## src/hw/vmcp_pkg.sv

```systemverilog
// constants, encodings and types of the control-pointer instruction unit
// Operation
// - pointer load: escape group reg 6, memory operand only, else invalid
// - unaligned or too-wide load address fails, pointer kept
// - load address equal to enable-region pointer fails distinctly
// - revision word at load address must match supported revision
// - all checks passed: load pointer, mark valid, report success
// - with capability bit 48 set, any of bits 63:32 fails the load
// - segment errors give protection or stack fault; paging page fault
// - 64-bit non-canonical address: protection, or stack fault on stack
// - pointer store: escape group reg 7, writes current pointer
// - store to read-only or code segment faults; register is invalid
// - field read selects field by register encoding
// - encoding 32 bits outside long mode, 64 in 64-bit; high set fails
// - field read destination 32 bits outside long mode, else 64
// - narrow field zero-extended, wide field truncated to destination
// - memory destination faults only after pointer and field checks
// - launch and resume: mode invalid-opcode, privilege fault
// - unknown field encoding fails valid as unsupported component
package vmcp_pkg;
   localparam logic [7:0]  OPC_ESC_GRP   = 8'hC7;
   localparam logic [7:0]  OPC_FIELD_RD  = 8'h78;
   localparam logic [7:0]  OPC_LAUNCH    = 8'hC2;
   localparam logic [7:0]  OPC_RESUME    = 8'hC3;
   localparam logic [2:0]  REG_PTR_LOAD  = 3'h6;
   localparam logic [2:0]  REG_PTR_STORE = 3'h7;
   localparam logic [63:0] PTR_INVALID   = 64'hFFFF_FFFF_FFFF_FFFF;
   localparam int          PAGE_BITS     = 12;
   localparam int          CAP_NARROW_BIT = 48;
   localparam int          ENC_WIDTH     = 32;
   // fault classes
   localparam logic [2:0]  FLT_NONE = 3'h0;
   localparam logic [2:0]  FLT_UD   = 3'h1;
   localparam logic [2:0]  FLT_GP   = 3'h2;
   localparam logic [2:0]  FLT_SS   = 3'h3;
   localparam logic [2:0]  FLT_PF   = 3'h4;
   localparam logic [2:0]  FLT_EXIT = 3'h5;
   // outcome classes
   localparam logic [1:0]  RES_OK       = 2'h0;
   localparam logic [1:0]  RES_FAIL_INV = 2'h1;
   localparam logic [1:0]  RES_FAIL_VAL = 2'h2;
   // failure error numbers
   localparam logic [7:0]  ERR_NONE     = 8'h00;
   localparam logic [7:0]  ERR_LD_ADDR  = 8'h09;
   localparam logic [7:0]  ERR_LD_ENPTR = 8'h0A;
   localparam logic [7:0]  ERR_LD_REV   = 8'h0B;
   localparam logic [7:0]  ERR_UNSUP    = 8'h0C;
   // memory access kinds
   localparam logic [1:0]  MEM_RD64 = 2'h0;
   localparam logic [1:0]  MEM_RD32 = 2'h1;
   localparam logic [1:0]  MEM_WR64 = 2'h2;
   localparam logic [1:0]  MEM_WRDST = 2'h3;
   // interrupt status bits
   localparam int          IRQ_DONE  = 0;
   localparam int          IRQ_FAULT = 1;
   localparam int          IRQ_FAIL  = 2;
   localparam int          IRQ_W     = 3;
   typedef enum logic [2:0] {
      VMCP_IDLE  = 3'b000,
      VMCP_OPRD  = 3'b001,
      VMCP_REVRD = 3'b011,
      VMCP_WRITE = 3'b010,
      VMCP_DONE  = 3'b110
   } vmcp_state_e;
endpackage

```

## src/hw/vmcp_unit.sv

```systemverilog
// control-pointer load/store and field-read execution unit
//
// Design decisions made here: the plain strobed port and the register offsets.
`timescale 1ns/1ps
module vmcp_unit #(
   parameter int PA_WIDTH = 52,
   parameter logic [31:0] REV_ID = 32'h0000_0001 // arbitrary value
) (
   // clock and reset
   input  wire logic        SYS_CLK,
   input  wire logic        RSTN,
   // instruction issue
   input  wire logic        INSTR_VALID,
   input  wire logic [7:0]  INSTR_OPCODE,
   input  wire logic [2:0]  INSTR_REG,
   input  wire logic        INSTR_REG_OPND,
   input  wire logic [63:0] INSTR_FIELD_ENC,
   // processor mode state
   input  wire logic        VIRT_OP_ACTIVE,
   input  wire logic        GUEST_ACTIVE,
   input  wire logic        PROT_ENABLE,
   input  wire logic        V86_MODE,
   input  wire logic        LONG_MODE_ACTIVE,
   input  wire logic        CS_LONG,
   input  wire logic [1:0]  CUR_PRIV,
   input  wire logic [63:0] BASIC_CAP,
   input  wire logic [63:0] ENABLE_REGION_PTR,
   // segment and paging checks of the memory operand
   input  wire logic        SEG_LIMIT_ERR,
   input  wire logic        SEG_UNUSABLE,
   input  wire logic        SEG_IS_STACK,
   input  wire logic        SEG_EXEC_ONLY,
   input  wire logic        SEG_READ_ONLY,
   input  wire logic        SEG_IS_CODE,
   input  wire logic        ADDR_NONCANON,
   input  wire logic        PAGE_ERR,
   // field store lookup
   output logic [31:0]      FIELD_ENC,
   input  wire logic        FIELD_SUPPORTED,
   input  wire logic [63:0] FIELD_DATA,
   input  wire logic [6:0]  FIELD_WIDTH,
   // memory port
   output logic             MEM_REQ,
   output logic [1:0]       MEM_KIND,
   output logic [63:0]      MEM_WDATA,
   input  wire logic        MEM_ACK,
   input  wire logic [63:0] MEM_RDATA,
   // completion
   output logic             DONE,
   output logic [2:0]       FAULT,
   output logic [1:0]       RESULT,
   output logic [7:0]       ERR_NUM,
   output logic [63:0]      DEST_DATA,
   output logic             DEST_WE,
   output logic [63:0]      CUR_PTR,
   output logic             CUR_PTR_VALID,
   // register port
   input  wire logic [3:0]  REG_ADDR,
   input  wire logic [31:0] REG_WDATA,
   input  wire logic        REG_WR,
   input  wire logic        REG_RD,
   output logic [31:0]      REG_RDATA,
   output logic             IRQ
);
   // refuse physical widths the address checks cannot serve
   if (PA_WIDTH < 32 || PA_WIDTH > 64) begin : g_pa_chk
      $error("PA_WIDTH out of range");
   end

   localparam logic [3:0] RA_STATUS = 4'h0;
   localparam logic [3:0] RA_MASK   = 4'h4;
   localparam logic [3:0] RA_PTRLO  = 4'h8;
   localparam logic [3:0] RA_PTRHI  = 4'hC;

   vmcp_pkg::vmcp_state_e st_r, st_nxt;
   logic [63:0] ptr_r, addr_r;
   logic [2:0]  fault_r;
   logic [1:0]  res_r;
   logic [7:0]  err_r;
   logic [63:0] dst_r;
   logic        dst_we_r, ld_r;
   logic [vmcp_pkg::IRQ_W-1:0] stat_r, mask_r;
   logic [31:0] rdata_r;

   // decode
   wire is_esc   = INSTR_OPCODE == vmcp_pkg::OPC_ESC_GRP;
   wire is_load  = is_esc && INSTR_REG == vmcp_pkg::REG_PTR_LOAD;
   wire is_store = is_esc && INSTR_REG == vmcp_pkg::REG_PTR_STORE;
   wire is_fread = INSTR_OPCODE == vmcp_pkg::OPC_FIELD_RD;
   wire is_lnch  = INSTR_OPCODE == vmcp_pkg::OPC_LAUNCH ||
                   INSTR_OPCODE == vmcp_pkg::OPC_RESUME;
   wire known    = is_load || is_store || is_fread || is_lnch;
   wire mode64   = LONG_MODE_ACTIVE && CS_LONG;
   wire compat   = LONG_MODE_ACTIVE && !CS_LONG;
   wire mode_ud  = !VIRT_OP_ACTIVE || !PROT_ENABLE || V86_MODE ||
                   compat;
   wire reg_ud   = (is_load || is_store) && INSTR_REG_OPND;
   wire priv_bad = CUR_PRIV != 2'h0;

   // memory operand faults, segment errors on the stack segment give stack fault
   wire seg_err  = SEG_LIMIT_ERR || SEG_UNUSABLE ||
                   (mode64 && ADDR_NONCANON);
   wire wr_prot  = SEG_READ_ONLY || SEG_IS_CODE;
   wire rd_prot  = SEG_EXEC_ONLY;
   wire [2:0] seg_flt = SEG_IS_STACK ? vmcp_pkg::FLT_SS
                                     : vmcp_pkg::FLT_GP;
   wire [2:0] mem_flt_rd = (seg_err) ? seg_flt :
                           rd_prot ? vmcp_pkg::FLT_GP :
                           PAGE_ERR ? vmcp_pkg::FLT_PF : vmcp_pkg::FLT_NONE;
   wire [2:0] mem_flt_wr = (seg_err) ? seg_flt :
                           wr_prot ? vmcp_pkg::FLT_GP :
                           PAGE_ERR ? vmcp_pkg::FLT_PF : vmcp_pkg::FLT_NONE;

   // field read operand widths
   assign FIELD_ENC = INSTR_FIELD_ENC[vmcp_pkg::ENC_WIDTH-1:0];
   wire enc_hi_bad = mode64 &&
                     INSTR_FIELD_ENC[63:vmcp_pkg::ENC_WIDTH] != 32'h0;
   wire field_ok   = FIELD_SUPPORTED && !enc_hi_bad;
   wire [63:0] fmask = (FIELD_WIDTH >= 7'd64) ? vmcp_pkg::PTR_INVALID :
                       ((64'h1 << FIELD_WIDTH[5:0]) - 64'h1);
   wire [63:0] fval  = FIELD_DATA & fmask;
   wire [63:0] fdst  = mode64 ? fval : {32'h0, fval[31:0]};

   // pointer load address checks
   wire [63:0] ld_addr  = MEM_RDATA;
   wire        pa_over  = (PA_WIDTH < 64) &&
                          ((ld_addr >> PA_WIDTH) != 64'h0);
   wire        narrow   = BASIC_CAP[vmcp_pkg::CAP_NARROW_BIT] &&
                          ld_addr[63:32] != 32'h0;
   wire        bad_addr = ld_addr[vmcp_pkg::PAGE_BITS-1:0] != 12'h0 ||
                          pa_over || narrow;
   wire        is_enptr = ld_addr == ENABLE_REGION_PTR;

   // issue-time verdict: fault, immediate outcome, or memory phase
   logic [2:0] iflt;
   logic [1:0] ires;
   logic [7:0] ierr;
   logic       imem, idst;
   always_comb begin
      iflt = vmcp_pkg::FLT_NONE;
      ires = vmcp_pkg::RES_OK;
      ierr = vmcp_pkg::ERR_NONE;
      imem = 1'b0;
      idst = 1'b0;
      if (!known || reg_ud || mode_ud) begin
         iflt = vmcp_pkg::FLT_UD;
      end else if (GUEST_ACTIVE) begin
         iflt = vmcp_pkg::FLT_EXIT;
      end else if (priv_bad) begin
         iflt = vmcp_pkg::FLT_GP;
      end else if (is_lnch) begin
         iflt = vmcp_pkg::FLT_UD;  // entry itself is not handled here
      end else if (is_load) begin
         iflt = mem_flt_rd;
         imem = iflt == vmcp_pkg::FLT_NONE;
      end else if (is_store) begin
         iflt = mem_flt_wr;
         imem = iflt == vmcp_pkg::FLT_NONE;
      end else if (!CUR_PTR_VALID) begin
         ires = vmcp_pkg::RES_FAIL_INV;
      end else if (!field_ok) begin
         ires = vmcp_pkg::RES_FAIL_VAL;
         ierr = vmcp_pkg::ERR_UNSUP;
      end else if (INSTR_REG_OPND) begin
         idst = 1'b1;
      end else begin
         iflt = mem_flt_wr;
         imem = iflt == vmcp_pkg::FLT_NONE;
      end
   end

   // state machine
   always_comb begin
      st_nxt = st_r;
      case (st_r)
         vmcp_pkg::VMCP_IDLE:
            if (INSTR_VALID && imem)
               st_nxt = is_load ? vmcp_pkg::VMCP_OPRD : vmcp_pkg::VMCP_WRITE;
            else if (INSTR_VALID)
               st_nxt = vmcp_pkg::VMCP_DONE;
         vmcp_pkg::VMCP_OPRD:
            if (MEM_ACK)
               st_nxt = (bad_addr || is_enptr) ? vmcp_pkg::VMCP_DONE
                                               : vmcp_pkg::VMCP_REVRD;
         vmcp_pkg::VMCP_REVRD, vmcp_pkg::VMCP_WRITE:
            if (MEM_ACK)
               st_nxt = vmcp_pkg::VMCP_DONE;
         vmcp_pkg::VMCP_DONE:
            st_nxt = vmcp_pkg::VMCP_IDLE;
         default:
            st_nxt = vmcp_pkg::VMCP_IDLE;
      endcase
   end

   wire in_oprd  = st_r == vmcp_pkg::VMCP_OPRD;
   wire in_revrd = st_r == vmcp_pkg::VMCP_REVRD;
   wire in_write = st_r == vmcp_pkg::VMCP_WRITE;
   wire issue    = st_r == vmcp_pkg::VMCP_IDLE && INSTR_VALID;
   wire rev_ok   = MEM_RDATA[31:0] == REV_ID;
   wire ptr_take = in_revrd && MEM_ACK && rev_ok;

   assign MEM_REQ   = in_oprd || in_revrd || in_write;
   assign MEM_KIND  = in_oprd  ? vmcp_pkg::MEM_RD64 :
                      in_revrd ? vmcp_pkg::MEM_RD32 :
                      ld_r     ? vmcp_pkg::MEM_WR64 : vmcp_pkg::MEM_WRDST;
   assign MEM_WDATA = ld_r ? ptr_r : dst_r;

   always_ff @(posedge SYS_CLK or negedge RSTN) begin
      if (!RSTN) begin
         st_r <= vmcp_pkg::VMCP_IDLE;
         ptr_r <= vmcp_pkg::PTR_INVALID;
      end else begin
         st_r <= st_nxt;
         if (ptr_take)
            ptr_r <= addr_r;
      end
   end

   // per-instruction outcome registers
   always_ff @(posedge SYS_CLK or negedge RSTN) begin
      if (!RSTN) begin
         fault_r <= vmcp_pkg::FLT_NONE;
         res_r <= vmcp_pkg::RES_OK;
         err_r <= vmcp_pkg::ERR_NONE;
         dst_r <= 64'h0;
         dst_we_r <= 1'b0;
         addr_r <= 64'h0;
         ld_r <= 1'b0;
      end else if (issue) begin
         fault_r <= iflt;
         res_r <= ires;
         err_r <= ierr;
         dst_r <= is_store ? ptr_r : fdst;
         dst_we_r <= idst;
         ld_r <= is_store;
      end else if (in_oprd && MEM_ACK) begin
         addr_r <= ld_addr;
         if (bad_addr) begin
            res_r <= vmcp_pkg::RES_FAIL_VAL;
            err_r <= vmcp_pkg::ERR_LD_ADDR;
         end else if (is_enptr) begin
            res_r <= vmcp_pkg::RES_FAIL_VAL;
            err_r <= vmcp_pkg::ERR_LD_ENPTR;
         end
      end else if (in_revrd && MEM_ACK && !rev_ok) begin
         res_r <= vmcp_pkg::RES_FAIL_VAL;
         err_r <= vmcp_pkg::ERR_LD_REV;
      end
   end

   assign DONE          = st_r == vmcp_pkg::VMCP_DONE;
   assign FAULT         = fault_r;
   assign RESULT        = res_r;
   assign ERR_NUM       = err_r;
   assign DEST_DATA     = dst_r;
   assign DEST_WE       = DONE && dst_we_r;
   assign CUR_PTR       = ptr_r;
   assign CUR_PTR_VALID = ptr_r != vmcp_pkg::PTR_INVALID;

   // interrupt status: set wins over write-one clear
   wire [vmcp_pkg::IRQ_W-1:0] ev;
   assign ev[vmcp_pkg::IRQ_DONE]  = DONE && fault_r == vmcp_pkg::FLT_NONE &&
                                    res_r == vmcp_pkg::RES_OK;
   assign ev[vmcp_pkg::IRQ_FAULT] = DONE && fault_r != vmcp_pkg::FLT_NONE;
   assign ev[vmcp_pkg::IRQ_FAIL]  = DONE && fault_r == vmcp_pkg::FLT_NONE &&
                                    res_r != vmcp_pkg::RES_OK;
   wire wr_stat = REG_WR && REG_ADDR == RA_STATUS;
   wire wr_mask = REG_WR && REG_ADDR == RA_MASK;
   wire [31:0] rd_mux =
      REG_ADDR == RA_STATUS ? {29'h0, stat_r} :
      REG_ADDR == RA_MASK   ? {29'h0, mask_r} :
      REG_ADDR == RA_PTRLO  ? ptr_r[31:0] :
      REG_ADDR == RA_PTRHI  ? ptr_r[63:32] : 32'h0;

   always_ff @(posedge SYS_CLK or negedge RSTN) begin
      if (!RSTN) begin
         stat_r <= '0;
         mask_r <= '0;
         rdata_r <= 32'h0;
      end else begin
         stat_r <= (stat_r & ~(wr_stat ? REG_WDATA[vmcp_pkg::IRQ_W-1:0]
                                       : '0)) | ev;
         if (wr_mask)
            mask_r <= REG_WDATA[vmcp_pkg::IRQ_W-1:0];
         rdata_r <= REG_RD ? rd_mux : 32'h0;
      end
   end
   assign REG_RDATA = rdata_r;
   assign IRQ       = |(stat_r & mask_r);
endmodule

```

## config.mk

```make
export PLATFORM = sky130hd
export DESIGN_NAME = vmcp_unit
export DESIGN_NICKNAME = d
export VERILOG_FILES = /design/src/hw/vmcp_pkg.sv /design/src/hw/vmcp_unit.sv
export SDC_FILE = /design/constraint.sdc
export NUM_CORES = 1
export LEC_CHECK = 0
export BUFFER_PORTS_ARGS = -buffer_cell sky130_fd_sc_hd__buf_2
export CORE_AREA = 8 8 259 261
export DETAILED_ROUTE_END_ITERATION = 12
export DIE_AREA = 0 0 267 269
export GPL_ROUTABILITY_DRIVEN = 0
export RECOVER_POWER = 100
export SYNTH_ARGS = -nofsm -noshare
export SYNTH_HDL_FRONTEND = slang
export SYNTH_SLANG_ARGS = --single-unit
```

## constraint.sdc

```tcl
create_clock -name SYS_CLK -period 2 [get_ports SYS_CLK]
set_input_delay 0.4 -clock SYS_CLK [delete_from_list [all_inputs] [get_ports SYS_CLK]]
set_output_delay 0.4 -clock SYS_CLK [all_outputs]
set_load 0.1 [all_outputs]
```

Word-level counts from Yosys, hierarchy flattened:

Index checks and enable logic that the tools add are counted.

* logic and storage cells: 184
* output and inout port bits: 276
* input port bits: 398
* bits in registers: 248

* reduce and logical (&&, ||, !) cells: 64
* shift-type cells: 1
* equality and inequality tests: 20
* bitwise logic cells: 6
* $lt $le $gt $ge: 1
* muxes and demuxes: 79
* add/subtract/negate cells: 1

Operators by type and width (number)
* $mux W64: 4
* $mux W32: 5
* $and A64 B64 Y64: 1
* $eq A64 B64 Y1: 1
* $ne A64 B64 Y1 const B: 1
* $reduce_bool A32 Y1: 2
* $reduce_bool A64 Y1: 1
* $shl A1 B6 Y64 const A: 1
* $sub A64 B1 Y64 const B: 1
* $mux W3: 20
* $mux W8: 6
* $eq A32 B1 Y1 const B: 1
* $mux W2: 16
* $mux W4: 7
* $eq A8 B8 Y1 const B: 3
* $logic_and A1 B1 Y1: 22
* $mux W1: 20
* $logic_or A1 B1 Y1: 17
* $logic_not A3 Y1: 4
* $reduce_bool A12 Y1: 1
* $eq A3 B3 Y1 const B: 3
* $pmux W3 S3: 1
* $eq A4 B4 Y1 const B: 2
* $eq A8 B7 Y1 const B: 1
* other kinds (20): 31

Depth between registers and ports, before layout:

* depth in word-level cells: 17
* mapped depth: 14
* depth with buffers taken out: 9

Worst setup path after synthesis:

No wires, ideal clock.

* path kind: register to output
* start: register st_r[2]
* end: output port MEM_KIND[0]
* arrival time: 3.783 ns
* setup slack: -2.183 ns
* buffers on the path: 1
* data required time: 1.600 ns
* cell stages (with the launch flop): 5
* path through: dfrtp_1 -> clkbuf_1 -> nand2b_1 -> nand2b_1 -> a21boi_0

* cells in the longest elaborated chain, start to end: 3
* elaborated cells between the ends (all ways): 4
* classes of those cells: eq/ne (2); mux (2)

RTL lines
* start, declared: RTL line vmcp_unit.sv:75 `vmcp_pkg::vmcp_state_e st_r, st_nxt;`
* start signal, assigned: RTL line vmcp_unit.sv:210 `st_r <= vmcp_pkg::VMCP_IDLE;`
* start signal, assigned: RTL line vmcp_unit.sv:213 `st_r <= st_nxt;`
* $eq A3 B2 Y1: RTL line vmcp_unit.sv:196 `wire in_revrd = st_r == vmcp_pkg::VMCP_REVRD;`
* $mux W2: RTL line vmcp_unit.sv:204 `in_revrd ? vmcp_pkg::MEM_RD32 :`
* $mux W2 *: RTL line vmcp_unit.sv:203 `assign MEM_KIND = in_oprd ? vmcp_pkg::MEM_RD64 :`
* end, declared: RTL line vmcp_unit.sv:44 `output logic [1:0] MEM_KIND,`

Mark *: on every way between the ends. The rest lies on a longest branch, timed or not.

Final worst setup path:

* start: register ptr_r[42], in the netlist CUR_PTR[42]
* end: output port CUR_PTR_VALID

* cells in the longest elaborated chain, start to end: 1

RTL lines
* start, declared: RTL line vmcp_unit.sv:76 `logic [63:0] ptr_r, addr_r;`
* start signal, assigned: RTL line vmcp_unit.sv:211 `ptr_r <= vmcp_pkg::PTR_INVALID;`
* start signal, assigned: RTL line vmcp_unit.sv:215 `ptr_r <= addr_r;`
* $ne A64 B64 Y1: RTL line vmcp_unit.sv:258 `assign CUR_PTR_VALID = ptr_r != vmcp_pkg::PTR_INVALID;`
* end, declared: RTL line vmcp_unit.sv:56 `output logic CUR_PTR_VALID,`

Every way passes these cells.

==> results.json <==
{
  "status": "finished with violations",
  "violations": "max-capacitance violations, max-slew violations, negative setup slack",
  "via_per_inst": 5.12,
  "fp.dieW_um": 267,
  "die_area_um2": 71800,
  "area_growth_pct": 74.2,
  "grt_pass1_vias": 16100,
  "period_share_pct": 134,
  "std_cell_rows": 92,
  "slowest_delay_ns": 0.54,
  "fmax_ghz": 0.373,
  "route.vias.total": 15500,
  "required_ns": 1.60,
  "fin_cells": 3020,
  "grt_util_met1_pct": 28.6,
  "ys_ff_latch": 243,
  "worstMarginPinSlew_ns": 1.56,
  "start_kind": "flop",
  "clk-insertion-delay-late_ns": 0.58,
  "n_antenna_cell": 0,
  "clock_sinks": 243,
  "cts_tree": "yes",
  "power_density_nw_per_um2": 1130,
  "wl_per_cell_um": 29.1,
  "routed_wl_mm": 88.0,
  "setup_viol": 246,
  "cts_root_buffer": "clkbuf_16",
  "power_w": 0.0272,
  "worstPathCellList": "nand4_1 > nor4_2 > and4_1 > buf_6 > inv_4 > buf_12",
  "drive_gt1_share_pct": 58.0,
  "fillers": 6106,
  "io_pins": 674,
  "drtAntennaViolNets": 0,
  "yosys_most_used_dff": "dfrtp_1",
  "final.setup.worst_slack_ns": -0.684,
  "layout_common_cells": "buf_2, buf_4, dfrtp_1",
  "dp.cells": 2898,
  "cp_slowest_cell": "dfstp_2",
  "grt_use_total_pct": 23.1,
  "maxSlewViolCount": 47,
  "rsz0062_at_grt": "true",
  "grt_first_pass_wirelength_mm": 120,
  "ys_async_sr_fraction_pct": 100,
  "grt_antenna_before_repair": 9,
  "hpwl_mm": 67.4,
  "clkTransAtPathRegs_ns": 0.06,
  "critPathKind": "flop to primary output",
  "grt-busiest-layer": "met2",
  "drtPass1Iterations": 7,
  "grtUsageMet3_pct": 5.74,
  "die_y_um": 269,
  "p_leak_nw": 11.0,
  "endpoint_kind": "primary output",
  "netlist_area_um2": 13800,
  "hold_path.class": "input port to flop",
  "finalNetCount": 2549,
  "numCtsBuffers": 30,
  "worstPathArrival_ns": 2.28,
  "syn_avg_cell_area_um2": 10.1,
  "worstPathMaxFanout": 2,
  "syn_inst": 1366,
  "fin_skew_ns": 0.0196,
  "drv_cap": 1,
  "max-vdd-ir-drop_mv": 1.07,
  "numPortBuffers": 513,
  "ys_seq_area_share_pct": 44.6,
  "grt_overflow": 0,
  "synth_edf_count": 0,
  "dr.first_iter.drc_count": 1408,
  "gr-usage-met2_pct": 38.5,
  "cts.path.max_buffers": 3,
  "coreArea_um2": 62700,
  "grt_start_max_net_pins": 55,
  "synth_cell_types": 88,
  "synth_warnings": 0,
  "layout_commonest_cell": "buf_2",
  "htree_levels": 1,
  "remaining_drc_errors": 0,
  "fin_crit_ns": 2.68,
  "finalHoldViolations": 0,
  "slew_headroom_pct": -4.31,
  "placement.setup.worst_slack_ns": -0.751,
  "start_util_pct": 22.0
}
-- layer usage --
layer / part of all wire (%) / wire length [um] / up-vias
met5: 0 / 0 / -
met4: 4.9 / 4310 / 0
met3: 9.5 / 8330 / 242
met2: 46 / 40100 / 1067
met1: 40 / 35200 / 7600
li1: - / - / 6567
-- layout make-up --
cell class                      count  area (um^2)  share of cell area (%)
Clock buffer                       38          842                    3.50
Clock inverter                     18          230                   0.957
Inverter                           15         62.6                   0.260
Multi-Input combinational cell    981         7830                    32.5
Sequential cell                   243         6160                    25.6
Tap cell                          846         1060                    4.40
Timing Repair Buffer              879         7860                    32.7
-- where the power goes --
group	leakage (nW)	total (W)	switching, W	internal, W
registers	3.03	0.00622	0.000701	0.00552
clock network	0.508	0.00594	0.00242	0.00353
logic	7.50	0.0151	0.0107	0.00437
total	11.0	0.0272	0.0138	0.0134
-- cells in the mapped netlist (8+ instances only) --
cell type	number	area share, %
nand2_1	120	3.3
a21oi_1	34	1.2
and3_1	12	0.54
inv_1	14	0.38
o311ai_1	8	0.51
a31oi_1	37	1.7
o21ai_0	31	1.1
buf_4	40	2.2
clkbuf_1	65	1.8
o21ai_1	25	0.91
dfstp_2	64	12
xor2_1	65	4.1
o211ai_1	28	1.5
nor2b_1	8	0.36
buf_2	18	0.65
mux2_1	64	5.2
nand3_1	63	2.3
mux2_2	132	11
dfrtp_1	179	32
nor4_1	45	2.0
nor2_1	102	2.8
a22oi_1	32	1.7
nand4_1	24	1.1
nor3_1	12	0.44
-- per-stage QoR --
stage	setup TNS (ns)	cell area (um^2)	hold WS, ns	utilization (%)
after CTS	-32.67	23800	0.0347	37.9
after global routing	-79.79	24000	0.0470	38.3
final	-51.59	24000	0.0658	38.3
after floorplan	-16.12	14000	0.104	-
after global placement	-66.14	20000	0.357	31.9
after detailed placement	-67.33	20000	0.361	31.9
-- repair_timing --
action,4_1_cts,5_1_grt
gates resized for setup,547,78
pin swaps,18,16
gates cloned,12,3
endpoints found under the hold margin,23,0
buffers inserted,41,18
hold buffers,1,0
endpoints found under the setup margin,246,200
-- cell families (layout without fill, tap and decap cells) --
family	after synthesis	count (layout)	synth area share [%]
muxes	199	199	16.2
buffers and inverters	145	950	5.19
AOI/OAI and AO/OA	269	269	13.5
other	1	4	0.0272
adders and majority gates	1	1	0.0906
xor gates and xnor gates	71	71	4.51
DFF	243	243	44.6
and+or+nand+nor	437	437	15.9
-- flip-flops by register name, indices dropped and copies added (netlist names) --
name       cells
CUR_PTR       64
DEST_DATA     64
ERR_NUM        4
FAULT          3
REG_RDATA     32
RESULT         1
addr_r        64
dst_we_r       1
ld_r           1
mask_r         3
st_r           3
stat_r         3
-- critical path: cells and delay by family (launching register included) --
| kind | cells | cell delay, ns |
|---|---|---|
| buf+inv | 3 | 0.36 |
| flops | 1 | 0.54 |
| simple gates | 3 | 0.79 |
-- worst paths after layout --
kind,slack (ns),from,end,cells after the start
min in group asynchronous,0.74,RSTN,REG_RDATA[22]$_DFF_PN0_,2
min,0.07,FIELD_DATA[33],DEST_DATA[33]$_DFFE_PN0P_,3
max in group asynchronous,0.08,RSTN,CUR_PTR[3]$_DFFE_PN1P_,3
min reg2reg,0.50,addr_r[19]$_DFFE_PN0P_,CUR_PTR[19]$_DFFE_PN1P_,1
max,-0.68,CUR_PTR[42]$_DFFE_PN1P_,CUR_PTR_VALID,6
max reg2reg,-0.62,CUR_PTR[35]$_DFFE_PN1P_,st_r[2]$_DFFE_PN0P_,14
(Power assumes the default switching activity.)
